===== src/inc/dma_req_defines.svh =====
`ifndef DMA_REQ_DEFINES_SVH
`define DMA_REQ_DEFINES_SVH

// Byte addresses of the global registers.
`define OFS_SW_LAST_BURST_REQUEST 32'hffe04028
`define OFS_SW_LAST_SINGLE_REQUEST 32'hffe0402c
`define OFS_CONTROLLER_CONFIG 32'hffe04030
`define OFS_REQUEST_SYNC_CONTROL 32'hffe04034

// Channel register window: base of channel 0, channel stride in bytes.
`define OFS_CHAN_BASE 32'hffe04100
`define OFS_CHAN_STRIDE 32'h00000020

// Word index of each register inside one channel's window.
`define CHAN_WORD_SRC 3'h0
`define CHAN_WORD_DEST 3'h1
`define CHAN_WORD_NEXT 3'h2
`define CHAN_WORD_CTRL 3'h3
`define CHAN_WORD_CFG 3'h4

// Field positions.
`define CARD_SRC_BIT 4
`define CFG_ENABLE_BIT 0
`define CFG_ENDIAN_BIT 1
`define CHAN_CFG_ENABLE_BIT 0

// Reset values.
`define RST_CONTROLLER_CONFIG 2'h0
`define RST_REQUEST_SYNC_CONTROL 16'h0000
`define RST_CHAN_WORD 32'h00000000

`endif


===== src/inc/dma_req_pkg.sv =====
package dma_req_pkg;

    // AXI response codes.
    typedef enum logic [1:0] {
        RESP_OKAY = 2'b00,
        RESP_SLVERR = 2'b10
    } axi_resp_t;

    // Which channel register the next linked-list word reloads.
    typedef enum logic [1:0] {
        LOAD_SRC = 2'b00,
        LOAD_DEST = 2'b01,
        LOAD_NEXT = 2'b10,
        LOAD_CTRL = 2'b11
    } load_state_t;

endpackage


===== src/hw/dma_request_and_global_config.sv =====
// Chosen here: the AXI4-Lite register port.
`timescale 1ns/10ps
`include "dma_req_defines.svh"

module dma_request_and_global_config
    import dma_req_pkg::*;
#(
    parameter int NUM_LINES = 16,
    parameter int NUM_CHANS = 2,
    parameter int FIFO_DEPTH = 8
) (
    input wire logic I_CLOCK,
    input wire logic I_SYS_RST,
    // AXI4-Lite register slave.
    input wire logic [31:0] I_AWADDR,
    input wire logic I_AWVALID,
    output logic O_AWREADY,
    input wire logic [31:0] I_WDATA,
    input wire logic [3:0] I_WSTRB,
    input wire logic I_WVALID,
    output logic O_WREADY,
    output logic [1:0] O_BRESP,
    output logic O_BVALID,
    input wire logic I_BREADY,
    input wire logic [31:0] I_ARADDR,
    input wire logic I_ARVALID,
    output logic O_ARREADY,
    output logic [31:0] O_RDATA,
    output logic [1:0] O_RRESP,
    output logic O_RVALID,
    input wire logic I_RREADY,
    // Peripheral request lines.
    input wire logic [15:0] I_BURST_REQ_LINES,
    input wire logic [15:0] I_SINGLE_REQ_LINES,
    input wire logic [15:0] I_LAST_BURST_REQ_LINES,
    input wire logic [15:0] I_LAST_SINGLE_REQ_LINES,
    // Completion pulses for the card source's last transactions.
    input wire logic I_CARD_LAST_BURST_DONE,
    input wire logic I_CARD_LAST_SINGLE_DONE,
    // Linked-list item words fetched by the bus master, bit 32 = channel.
    input wire logic [32:0] I_LLI_DATA,
    input wire logic I_LLI_VALID,
    output logic O_LLI_READY,
    // Requests seen by the channel logic and global state.
    output logic [15:0] O_BURST_REQ,
    output logic [15:0] O_SINGLE_REQ,
    output logic [15:0] O_LAST_BURST_REQ,
    output logic [15:0] O_LAST_SINGLE_REQ,
    output logic O_CONTROLLER_ENABLE,
    output logic O_BIG_ENDIAN,
    output logic [1:0] O_CHAN_ENABLE
);

    // The port widths are fixed, so other geometries are refused.
    initial begin
        if (NUM_LINES != 16 || NUM_CHANS != 2 || FIFO_DEPTH < 2) begin
            $error("dma_request_and_global_config: unsupported geometry");
        end
    end

    logic [15:0] sync_ctrl_reg;
    logic [1:0] cfg_reg;
    logic card_lb_flag_reg, card_ls_flag_reg;
    logic [31:0] chan_src_reg [2], chan_dest_reg [2], chan_next_reg [2];
    logic [31:0] chan_ctrl_reg [2], chan_cfg_reg [2];
    logic [63:0] sync_stage1_reg, sync_stage2_reg;
    logic [63:0] raw_lines, eff_lines, bypass;
    logic [15:0] last_burst_pending, last_single_pending;
    logic enabled;
    // Write channel capture.
    logic aw_held_reg, w_held_reg;
    logic [31:0] awaddr_reg, wdata_reg;
    logic [3:0] wstrb_reg;
    logic bvalid_reg;
    logic [1:0] bresp_reg;
    logic wr_fire, wr_hit;
    logic [31:0] wmask;
    // Read channel.
    logic rvalid_reg;
    logic [31:0] rdata_reg;
    logic [1:0] rresp_reg;
    logic rd_fire, rd_hit;
    logic [31:0] rd_value;
    // Scatter/gather loader.
    load_state_t load_state_reg;
    logic [32:0] lli_word;
    logic lli_valid, lli_take;

    assign enabled = cfg_reg[`CFG_ENABLE_BIT];
    assign O_CONTROLLER_ENABLE = enabled;
    assign O_BIG_ENDIAN = cfg_reg[`CFG_ENDIAN_BIT];
    // Four groups share one sync bit per line index.
    assign raw_lines = {I_LAST_SINGLE_REQ_LINES, I_LAST_BURST_REQ_LINES,
                        I_SINGLE_REQ_LINES, I_BURST_REQ_LINES};
    assign bypass = {4{sync_ctrl_reg}};

    // Two-flop synchronisers; stage one feeds stage two and nothing else.
    always_ff @(posedge I_CLOCK) begin
        if (I_SYS_RST) begin
            sync_stage1_reg <= 64'h0;
            sync_stage2_reg <= 64'h0;
        end else begin
            sync_stage1_reg <= raw_lines;
            sync_stage2_reg <= sync_stage1_reg;
        end
    end

    // A high sync bit takes the raw line and saves two cycles of latency.
    assign eff_lines = (bypass & raw_lines) | (~bypass & sync_stage2_reg);

    // Pending requests merge lines with the card software flags.
    assign last_burst_pending = eff_lines[47:32]
        | (16'(card_lb_flag_reg) << `CARD_SRC_BIT);
    assign last_single_pending = eff_lines[63:48]
        | (16'(card_ls_flag_reg) << `CARD_SRC_BIT);

    // Requests reach the channels only while the controller is enabled.
    assign O_BURST_REQ = enabled ? eff_lines[15:0] : 16'h0000;
    assign O_SINGLE_REQ = enabled ? eff_lines[31:16] : 16'h0000;
    assign O_LAST_BURST_REQ = enabled ? last_burst_pending : 16'h0000;
    assign O_LAST_SINGLE_REQ = enabled ? last_single_pending : 16'h0000;

    // Each channel runs when its own enable and the global enable are set.
    assign O_CHAN_ENABLE = {2{enabled}}
        & {chan_cfg_reg[1][`CHAN_CFG_ENABLE_BIT],
        chan_cfg_reg[0][`CHAN_CFG_ENABLE_BIT]};

    // Address and data are taken in either order, one write at a time.
    assign O_AWREADY = !aw_held_reg && !bvalid_reg;
    assign O_WREADY = !w_held_reg && !bvalid_reg;
    assign wr_fire = aw_held_reg && w_held_reg && !bvalid_reg;
    assign wmask = {{8{wstrb_reg[3]}}, {8{wstrb_reg[2]}},
                    {8{wstrb_reg[1]}}, {8{wstrb_reg[0]}}};

    always_ff @(posedge I_CLOCK) begin
        if (I_SYS_RST) begin
            aw_held_reg <= 1'b0;
            w_held_reg <= 1'b0;
            awaddr_reg <= 32'h0;
            wdata_reg <= 32'h0;
            wstrb_reg <= 4'h0;
        end else begin
            if (I_AWVALID && O_AWREADY) begin
                aw_held_reg <= 1'b1;
                awaddr_reg <= I_AWADDR;
            end else if (wr_fire) begin
                aw_held_reg <= 1'b0;
            end
            if (I_WVALID && O_WREADY) begin
                w_held_reg <= 1'b1;
                wdata_reg <= I_WDATA;
                wstrb_reg <= I_WSTRB;
            end else if (wr_fire) begin
                w_held_reg <= 1'b0;
            end
        end
    end

    // Decode of a mapped, word-aligned write address.
    assign wr_hit = chan_addr_ok(awaddr_reg)
        || awaddr_reg inside {`OFS_SW_LAST_BURST_REQUEST,
            `OFS_SW_LAST_SINGLE_REQUEST, `OFS_CONTROLLER_CONFIG,
            `OFS_REQUEST_SYNC_CONTROL};

    // Write response; unmapped addresses answer SLVERR.
    always_ff @(posedge I_CLOCK) begin
        if (I_SYS_RST) begin
            bvalid_reg <= 1'b0;
            bresp_reg <= RESP_OKAY;
        end else if (wr_fire) begin
            bvalid_reg <= 1'b1;
            bresp_reg <= wr_hit ? RESP_OKAY : RESP_SLVERR;
        end else if (I_BREADY) begin
            bvalid_reg <= 1'b0;
        end
    end
    assign O_BVALID = bvalid_reg;
    assign O_BRESP = bresp_reg;

    // Global configuration registers, byte lanes honoured.
    always_ff @(posedge I_CLOCK) begin
        if (I_SYS_RST) begin
            cfg_reg <= `RST_CONTROLLER_CONFIG;
            sync_ctrl_reg <= `RST_REQUEST_SYNC_CONTROL;
        end else if (wr_fire) begin
            if (awaddr_reg == `OFS_CONTROLLER_CONFIG && wstrb_reg[0]) begin
                cfg_reg <= wdata_reg[1:0];
            end
            if (awaddr_reg == `OFS_REQUEST_SYNC_CONTROL) begin
                sync_ctrl_reg <= (wdata_reg[15:0] & wmask[15:0])
                    | (sync_ctrl_reg & ~wmask[15:0]);
            end
        end
    end

    // Software request flags: a one sets, a zero is ignored, and the
    // completion pulse clears. A set in the clearing cycle wins, so a
    // fresh request is never lost.
    always_ff @(posedge I_CLOCK) begin
        if (I_SYS_RST) begin
            card_lb_flag_reg <= 1'b0;
            card_ls_flag_reg <= 1'b0;
        end else begin
            if (wr_fire && awaddr_reg == `OFS_SW_LAST_BURST_REQUEST
                    && wstrb_reg[0] && wdata_reg[`CARD_SRC_BIT]) begin
                card_lb_flag_reg <= 1'b1;
            end else if (I_CARD_LAST_BURST_DONE) begin
                card_lb_flag_reg <= 1'b0;
            end
            if (wr_fire && awaddr_reg == `OFS_SW_LAST_SINGLE_REQUEST
                    && wstrb_reg[0] && wdata_reg[`CARD_SRC_BIT]) begin
                card_ls_flag_reg <= 1'b1;
            end else if (I_CARD_LAST_SINGLE_DONE) begin
                card_ls_flag_reg <= 1'b0;
            end
        end
    end

    // Linked-list words queue here; the loader stalls while disabled,
    // so the queue fills and the master is held off.
    req_fifo #(.WIDTH(33), .DEPTH(FIFO_DEPTH)) u_lli_fifo (
        .i_clk(I_CLOCK),
        .i_rst(I_SYS_RST),
        .i_in_valid(I_LLI_VALID),
        .o_in_ready(O_LLI_READY),
        .i_in_data(I_LLI_DATA),
        .o_out_valid(lli_valid),
        .i_out_ready(lli_take),
        .o_out_data(lli_word),
        .o_full(),
        .o_empty()
    );
    assign lli_take = enabled;

    // Word order of one item: source, destination, next item, control.
    always_ff @(posedge I_CLOCK) begin
        if (I_SYS_RST) begin
            load_state_reg <= LOAD_SRC;
        end else if (lli_valid && lli_take) begin
            case (load_state_reg)
                LOAD_SRC: load_state_reg <= LOAD_DEST;
                LOAD_DEST: load_state_reg <= LOAD_NEXT;
                LOAD_NEXT: load_state_reg <= LOAD_CTRL;
                LOAD_CTRL: load_state_reg <= LOAD_SRC;
                default: load_state_reg <= LOAD_SRC;
            endcase
        end
    end

    // Channel registers; a reload word beats a bus write in the same cycle.
    always_ff @(posedge I_CLOCK) begin
        if (I_SYS_RST) begin
            for (int c = 0; c < 2; c++) begin
                chan_src_reg[c] <= `RST_CHAN_WORD;
                chan_dest_reg[c] <= `RST_CHAN_WORD;
                chan_next_reg[c] <= `RST_CHAN_WORD;
                chan_ctrl_reg[c] <= `RST_CHAN_WORD;
                chan_cfg_reg[c] <= `RST_CHAN_WORD;
            end
        end else begin
            if (wr_fire && chan_addr_ok(awaddr_reg)) begin
                case (awaddr_reg[4:2])
                    `CHAN_WORD_SRC: chan_src_reg[awaddr_reg[5]] <=
                        merge(chan_src_reg[awaddr_reg[5]]);
                    `CHAN_WORD_DEST: chan_dest_reg[awaddr_reg[5]] <=
                        merge(chan_dest_reg[awaddr_reg[5]]);
                    `CHAN_WORD_NEXT: chan_next_reg[awaddr_reg[5]] <=
                        merge(chan_next_reg[awaddr_reg[5]]) & 32'hfffffffc;
                    `CHAN_WORD_CTRL: chan_ctrl_reg[awaddr_reg[5]] <=
                        merge(chan_ctrl_reg[awaddr_reg[5]]);
                    `CHAN_WORD_CFG: chan_cfg_reg[awaddr_reg[5]] <=
                        merge(chan_cfg_reg[awaddr_reg[5]]);
                    default: ;
                endcase
            end
            if (lli_valid && lli_take) begin
                case (load_state_reg)
                    LOAD_SRC: chan_src_reg[lli_word[32]] <=
                        lli_word[31:0];
                    LOAD_DEST: chan_dest_reg[lli_word[32]] <=
                        lli_word[31:0];
                    LOAD_NEXT: chan_next_reg[lli_word[32]] <=
                        lli_word[31:0] & 32'hfffffffc;
                    LOAD_CTRL: chan_ctrl_reg[lli_word[32]] <=
                        lli_word[31:0];
                    default: ;
                endcase
            end
        end
    end

    // Read side: one read at a time, data held until taken.
    assign O_ARREADY = !rvalid_reg;
    assign rd_fire = I_ARVALID && O_ARREADY;

    // Read mux; reserved bits read as zero.
    always_comb begin
        rd_value = 32'h0;
        rd_hit = 1'b1;
        case (I_ARADDR)
            `OFS_SW_LAST_BURST_REQUEST:
                rd_value = {16'h0, last_burst_pending};
            `OFS_SW_LAST_SINGLE_REQUEST:
                rd_value = {16'h0, last_single_pending};
            `OFS_CONTROLLER_CONFIG: rd_value = {30'h0, cfg_reg};
            `OFS_REQUEST_SYNC_CONTROL: rd_value = {16'h0, sync_ctrl_reg};
            default: begin
                rd_hit = chan_addr_ok(I_ARADDR);
                case (I_ARADDR[4:2])
                    `CHAN_WORD_SRC: rd_value = chan_src_reg[I_ARADDR[5]];
                    `CHAN_WORD_DEST: rd_value = chan_dest_reg[I_ARADDR[5]];
                    `CHAN_WORD_NEXT: rd_value = chan_next_reg[I_ARADDR[5]];
                    `CHAN_WORD_CTRL: rd_value = chan_ctrl_reg[I_ARADDR[5]];
                    `CHAN_WORD_CFG: rd_value = chan_cfg_reg[I_ARADDR[5]];
                    default: rd_value = 32'h0;
                endcase
                if (!rd_hit) begin
                    rd_value = 32'h0;
                end
            end
        endcase
    end

    always_ff @(posedge I_CLOCK) begin
        if (I_SYS_RST) begin
            rvalid_reg <= 1'b0;
            rdata_reg <= 32'h0;
            rresp_reg <= RESP_OKAY;
        end else if (rd_fire) begin
            rvalid_reg <= 1'b1;
            rdata_reg <= rd_value;
            rresp_reg <= rd_hit ? RESP_OKAY : RESP_SLVERR;
        end else if (I_RREADY) begin
            rvalid_reg <= 1'b0;
        end
    end
    assign O_RVALID = rvalid_reg;
    assign O_RDATA = rdata_reg;
    assign O_RRESP = rresp_reg;

    // True for a word-aligned address of one of the ten channel registers.
    function automatic logic chan_addr_ok(input logic [31:0] a);
        logic [31:0] rel;
        rel = a - `OFS_CHAN_BASE;
        chan_addr_ok = (rel < (`OFS_CHAN_STRIDE << 1))
            && (rel[1:0] == 2'b00) && (rel[4:2] <= `CHAN_WORD_CFG);
    endfunction

    // Byte-lane merge of the captured write data into an old value.
    function automatic logic [31:0] merge(input logic [31:0] old);
        merge = (wdata_reg & wmask) | (old & ~wmask);
    endfunction

endmodule


===== src/hw/req_fifo.sv =====
`timescale 1ns/10ps

// Synchronous FIFO whose head word is held in an output register.
module req_fifo #(
    parameter int WIDTH = 33,
    parameter int DEPTH = 8
) (
    input wire logic i_clk,
    input wire logic i_rst,
    input wire logic i_in_valid,
    output logic o_in_ready,
    input wire logic [WIDTH-1:0] i_in_data,
    output logic o_out_valid,
    input wire logic i_out_ready,
    output logic [WIDTH-1:0] o_out_data,
    output logic o_full,
    output logic o_empty
);
    localparam int AW = (DEPTH > 1) ? $clog2(DEPTH) : 1;

    // Refuse depths that the pointer arithmetic cannot wrap correctly.
    initial begin
        if (DEPTH < 2 || (DEPTH & (DEPTH - 1)) != 0 || WIDTH < 1) begin
            $error("req_fifo: DEPTH must be a power of two >= 2");
        end
    end

    logic [WIDTH-1:0] mem_reg [DEPTH];
    logic [AW-1:0] wr_ptr_reg;
    logic [AW-1:0] rd_ptr_reg;
    logic [AW:0] count_reg;
    logic out_valid_reg;
    logic push;
    logic pop;

    // The output register refills whenever it is empty or being drained.
    assign push = i_in_valid && o_in_ready;
    assign pop = (count_reg != '0) && (!out_valid_reg || i_out_ready);
    assign o_in_ready = (count_reg != DEPTH[AW:0]);
    assign o_full = !o_in_ready;
    assign o_empty = !out_valid_reg;
    assign o_out_valid = out_valid_reg;

    // Storage array.
    always_ff @(posedge i_clk) begin
        if (push) begin
            mem_reg[wr_ptr_reg] <= i_in_data;
        end
    end

    // Pointers and fill count.
    always_ff @(posedge i_clk) begin
        if (i_rst) begin
            wr_ptr_reg <= '0;
            rd_ptr_reg <= '0;
            count_reg <= '0;
        end else begin
            if (push) begin
                wr_ptr_reg <= wr_ptr_reg + 1'b1;
            end
            if (pop) begin
                rd_ptr_reg <= rd_ptr_reg + 1'b1;
            end
            if (push && !pop) begin
                count_reg <= count_reg + 1'b1;
            end else if (pop && !push) begin
                count_reg <= count_reg - 1'b1;
            end
        end
    end

    // Registered read data.
    always_ff @(posedge i_clk) begin
        if (i_rst) begin
            out_valid_reg <= 1'b0;
            o_out_data <= '0;
        end else if (pop) begin
            out_valid_reg <= 1'b1;
            o_out_data <= mem_reg[rd_ptr_reg];
        end else if (i_out_ready) begin
            out_valid_reg <= 1'b0;
        end
    end

endmodule


===== config.mk =====
export PLATFORM = sky130hd
export DESIGN_NAME = dma_request_and_global_config
export DESIGN_NICKNAME = d
export VERILOG_FILES = /design/src/inc/dma_req_pkg.sv /design/src/hw/dma_request_and_global_config.sv /design/src/hw/req_fifo.sv
export VERILOG_INCLUDE_DIRS = /design/src /design/src/inc
export SDC_FILE = /design/constraint.sdc
export NUM_CORES = 2
export LEC_CHECK = 0
export BUFFER_PORTS_ARGS = -buffer_cell sky130_fd_sc_hd__buf_2
export CORE_AREA = 2 2 261 263
export DETAILED_ROUTE_END_ITERATION = 16
export DIE_AREA = 0 0 263 265
export PLACE_DENSITY = 0.82
export SLEW_MARGIN = 20
export SYNTH_ARGS = -nofsm -noshare
export SYNTH_HDL_FRONTEND = slang
export SYNTH_SLANG_ARGS = --single-unit

===== constraint.sdc =====
create_clock -name I_CLOCK -period 6.45 [get_ports I_CLOCK]
set_input_delay 1.29 -clock I_CLOCK [delete_from_list [all_inputs] [get_ports I_CLOCK]]
set_output_delay 1.29 -clock I_CLOCK [all_outputs]
set_load 0.02 [all_outputs]

# Word-level counts from Yosys, hierarchy flattened
# Memories as Yosys holds them, arrays and structs flattened. A register that Yosys moved wholly into a read port is not among the register bits.
# Cells that the tools add are included.
[op_classes]
mux = 103
add_sub_neg = 6
eq_ne = 20
bitwise = 23
n_lt_le_gt_ge = 4
reduce_logical = 60
[op_table]
columns = ["cell", "count"]
rows = [
  ["$eq A32 B32 Y1 const B", 8],
  ["$mux W32", 8],
  ["$reduce_or A32 Y1", 7],
  ["$and A32 B32 Y32", 6],
  ["$or A32 B32 Y32", 5],
  ["$pmux W32 S5", 1],
  ["$and A64 B64 Y64", 2],
  ["$pmux W32 S4", 1],
  ["$mux W1", 82],
  ["$lt A32 B7 Y1 const B", 2],
  ["$mux W16", 4],
  ["$not A64 Y64", 1],
  ["$or A64 B64 Y64", 1],
  ["$sub A32 B32 Y32 const B", 2],
  ["$mux W30", 2],
  ["$reduce_or A30 Y1", 2],
  ["$and A16 B16 Y16", 2],
  ["$not A32 Y32", 1],
  ["$or A16 B5 Y16", 2],
  ["$logic_and A1 B1 Y1", 24],
  ["$not A16 Y16", 1],
  ["$or A16 B16 Y16", 1],
  ["$reduce_bool A2 Y1", 8],
  ["$eq A3 B2 Y1 const B", 4],
  ["other kinds (20)", 39],
]
[word_totals]
mem_count = 6
ramBits = 580
elab_cells = 243
regBits = 269
[memory_table]
columns = ["memory", "depth", "width", "read_ports", "rd_clocked_by_memory_dff", "write_ports", "line_no", "source"]
rows = [
  ["u_lli_fifo.mem_reg", 8, 33, 1, 1, 1, "req_fifo.sv:28", "logic [WIDTH-1:0] mem_reg [DEPTH];"],
  ["chan_cfg_reg", 2, 32, 4, 1, 2, "dma_request_and_global_config.sv:65", "logic [31:0] chan_ctrl_reg [2], chan_cfg_reg [2];"],
  ["chan_ctrl_reg", 2, 32, 2, 1, 2, "dma_request_and_global_config.sv:65", ""],
  ["chan_dest_reg", 2, 32, 2, 1, 2, "dma_request_and_global_config.sv:64", "logic [31:0] chan_src_reg [2], chan_dest_reg [2], chan_next_reg [2];"],
  ["chan_src_reg", 2, 32, 2, 1, 2, "dma_request_and_global_config.sv:64", ""],
  ["chan_next_reg", 2, 30, 2, 1, 2, "dma_request_and_global_config.sv:64", ""],
]

# Longest topological paths before layout
[depth]
ltp_word = 10
depth_mapped = 12
mapped_depth_nobuf = 12

# Hierarchy
# A second synthesis with hierarchy kept.
[unflattened]
cells_unflattened = 3428
hier_area_um2 = 39849.5
[by_module_without_submodules]
columns = ["mod", "seq_area_each_um2", "area_per_inst_um2", "n_inst", "cells_per_inst"]
rows = [
  ["dma_request_and_global_config", 14634.0, 28361.0, 1, 2858],
  ["req_fifo", 8808.4, 11488.5, 1, 570],
]

# Least setup slack after synthesis
# No wires, ideal clock.
[synth_timing]
path_type = "input to register"
from = "input I_LLI_VALID"
to = "memory u_lli_fifo.mem_reg[2][0] (enable)"
stages = 2
path_buffers = 0
setup_time_ps = 518
arrival_time_ps = 4894
setup_slack_ps = 1038
path_cell_list = "nand2_1 nor4b_1"
[synth_between]
elab_chain_cells = 3
[synth_lines]
columns = ["element", "line_no", "source"]
rows = [
  ["start, declared", "dma_request_and_global_config.sv:42", "input wire logic I_LLI_VALID,"],
  ["$logic_and A1 B1 Y1", "req_fifo.sv:37", "assign push = i_in_valid && o_in_ready;"],
  ["$mux W1", "req_fifo.sv:46", "if (push) begin"],
  ["$mux W1 (not written as such)", "req_fifo.sv:47", "mem_reg[wr_ptr_reg] <= i_in_data;"],
  ["end, declared", "req_fifo.sv:28", ""],
]
# Every way passes these cells.

==> impl_metrics.toml <==
[route]
routedWlPerCell_um = 25.6
vias_per_cell = 6.55
drc = 0
antenna_left = 0
drtIter0Drc = 4412
vias = 30400
dr.pass1.iters = 6
wirelength_um = 119000

[sta]
fmax_ghz = 0.238
fin_tns_setup_ps = 0
relSlewSlack = 0.263
period_share = 0.650
layout_setup_ws_ps = 2260
period_needed_ps = 4190
grt_setup_unrepaired = "no"
slew_viol_final = 0
whs_ps = 433
skew_ps = 26.1
setup_viol = 0
hold_viol_final = 0
worst_slew_pin_slew_ps = 1100

[synth]
synth_top_area_frac = 0.437
synth-seq-cells = 881
seq_area_frac_synth = 0.589
syn-cell-area_um2 = 39800
synth_top_cell_by_area = "edfxtp_1"
async_reset_ff_frac = 0
synth_ff_type = "edfxtp_1"
netlist_instances = 3522
yosysWarningCount = 0
synth-edff-count = 580
post_synth.cell_area_avg_um2 = 11.3
yosys-top-cells-area = "edfxtp_1, dfxtp_1, o21ai_0"
synth_cell_types = 63

[pwr]
p_clk_frac = 0.369
peakVddDrop_mv = 0.312
p_leak_nw = 15.8
p_sw_frac = 0.272
p_sw_mw = 3.79
power_mw = 13.9
p_seq_frac = 0.496
p_comb_frac = 0.135
power_density_nw_per_um2 = 310
internal_power_mw = 10.1

[placed_design]
dp_hpwl_um = 73900
placed_cell_area_um2 = 42000
port_buffers = 314
finalWeightedCongestion = 0.876
dpl_worst_slack_ps = 2270

[floorplan]
dieArea_um2 = 69700
rows = 95
die_w_um = 263
ios = 317
coreArea_um2 = 66800
initial_core_util = 0.596
die_height_um = 265

[setup_path]
rrSetupSlack_ps = 2260
critical_path_arrival_ps = 4520
reg2reg_depth = 9
r2r-end = "chan_src_reg[1][23]"
required_ps = 6780
cp-startpoint = "awaddr_reg[10]"
critical_path_class = "flop to flop"
crit_end = "chan_src_reg[1][23]"
timing.rr.start = "awaddr_reg[10]"
worst_setup_path_start_kind = "flop"
critical_path.max_fanout = 22
worst_setup_path_end_kind = "flop"

[cts]
post-cts-setup-buffer-count = 0
htree_num_levels = 3
numClockSinks = 881
cts.repair.resized = 0
clock_path_buffers = 3
clk_pin_slew_ps = 60
cts_buffers = 84
clock_latency_ps = 650
cts_hold_buf = 0
cts_tree = "done"
cts_root_buffer = "clkbuf_16"

[min_path]
min_path_type = "flop to flop"

[finish]
final_cell_mix = "edfxtp_1, nand2_1, o21ai_0"
final_layout_size_suffix_gt1_frac = 0.219
final_common_cell = "edfxtp_1"
fin_nets = 3912
final_area_um2 = 44900
largest_register_ffs = 264
syn_to_final_growth_pct = 12.8
n_fill_cell = 4719

[grt]
grt_pass1_wl_um = 178000
antenna_found_initial = 12
grt-ovfl-total = 0
grt_max_degree = 93
grt_pass1_vias = 30200
grt_use_total = 0.335

[status]
status = "complete, no violations"

[job]
maxCapViolations = 0
[critical path, cell delays in order (launching register included)]
cell and delay, ps:
dfxtp_1 310, or4_1 570, o31ai_1 380, mux2_2 410
nor2_1 100, nor4b_2 210, buf_4 220, nand3_1 320
o21ai_4 980, buf_4 380
[Yosys cell counts, types with 8 or more instances]
master,n
dfxtp_1,301
nor2_1,279
o221ai_1,14
a21o_1,9
ha_1,9
a21oi_1,169
a22oi_1,30
nor3_1,28
nor2b_1,133
nand3_1,13
nor4_1,12
o22ai_1,8
mux2_2,195
a31oi_1,10
and3_1,9
a221oi_1,8
a211oi_1,62
nand4_1,26
inv_1,17
edfxtp_1,580
o211ai_1,13
mux2i_1,170
clkbuf_1,231
mux4_2,75
o21ai_0,465
buf_1,49
nand2_1,467
and2_1,14
nand2b_1,40
[stage by stage]
stage               utilization  cells
finish                    0.673   4644
global route              0.672   4641
CTS                       0.672   4637
detailed placement        0.629   4482
global placement          0.629   4482
floorplan                     -   3523
[power by group through the flow]
stage          Sequential (mW)  Clock, mW  Combinational, mW
2_1_floorplan             6.59          0               1.51
3_3_place_gp              6.95          0               1.75
3_5_place_dp              6.98          0               1.81
4_1_cts                   6.87       5.15               1.86
5_1_grt                   6.93       5.36               2.00
6_report                  6.91       5.13               1.88
[logic make-up after synthesis]
kind of cell | Yosys count | synth area share
muxes | 440 | 0.140
xor gates and xnor gates | 10 | 0.00220
adders and majority gates | 10 | 0.00333
AOI/OAI and AO/OA | 812 | 0.115
DFF | 881 | 0.589
other | 1 | 0.0000942
buffers and inverters | 313 | 0.0310
and+or+nand+nor | 1055 | 0.120
[layout make-up]
class                   instances  area [µm²]  share of cell area
flip-flops and latches        881       23500               0.522
multi-input cells            2329       15300               0.341
clock buffers                 114        2430              0.0541
repair buffers                382        2100              0.0467
well taps                     873        1090              0.0243
clock inverters                41         439             0.00978
inverters                      17        63.8             0.00142
diodes                          7        17.5            0.000390
[layer usage]
| metal | part of all wire | track usage | vias up |
|---|---|---|---|
| li1 | - | - | 13100 |
| met1 | 0.35 | 0.420 | 14600 |
| met2 | 0.47 | 0.540 | 2187 |
| met3 | 0.12 | 0.0801 | 461 |
| met4 | 0.056 | 0.183 | 10 |
| met5 | 0.00050 | 0 | - |
[how the worst min path moves through the flow]
stage,from,to,cells past startpoint
2_1_floorplan,sync_stage1_reg[0],sync_stage2_reg[0],1
3_3_place_gp,sync_stage1_reg[5],sync_stage2_reg[5],1
3_5_place_dp,sync_stage1_reg[20],sync_stage2_reg[20],1
4_1_cts,sync_stage1_reg[37],sync_stage2_reg[37],1
5_1_grt,sync_stage1_reg[24],sync_stage2_reg[24],1
6_report,sync_stage1_reg[15],sync_stage2_reg[15],1
Note: power is estimated with default switching activity, not from simulation.
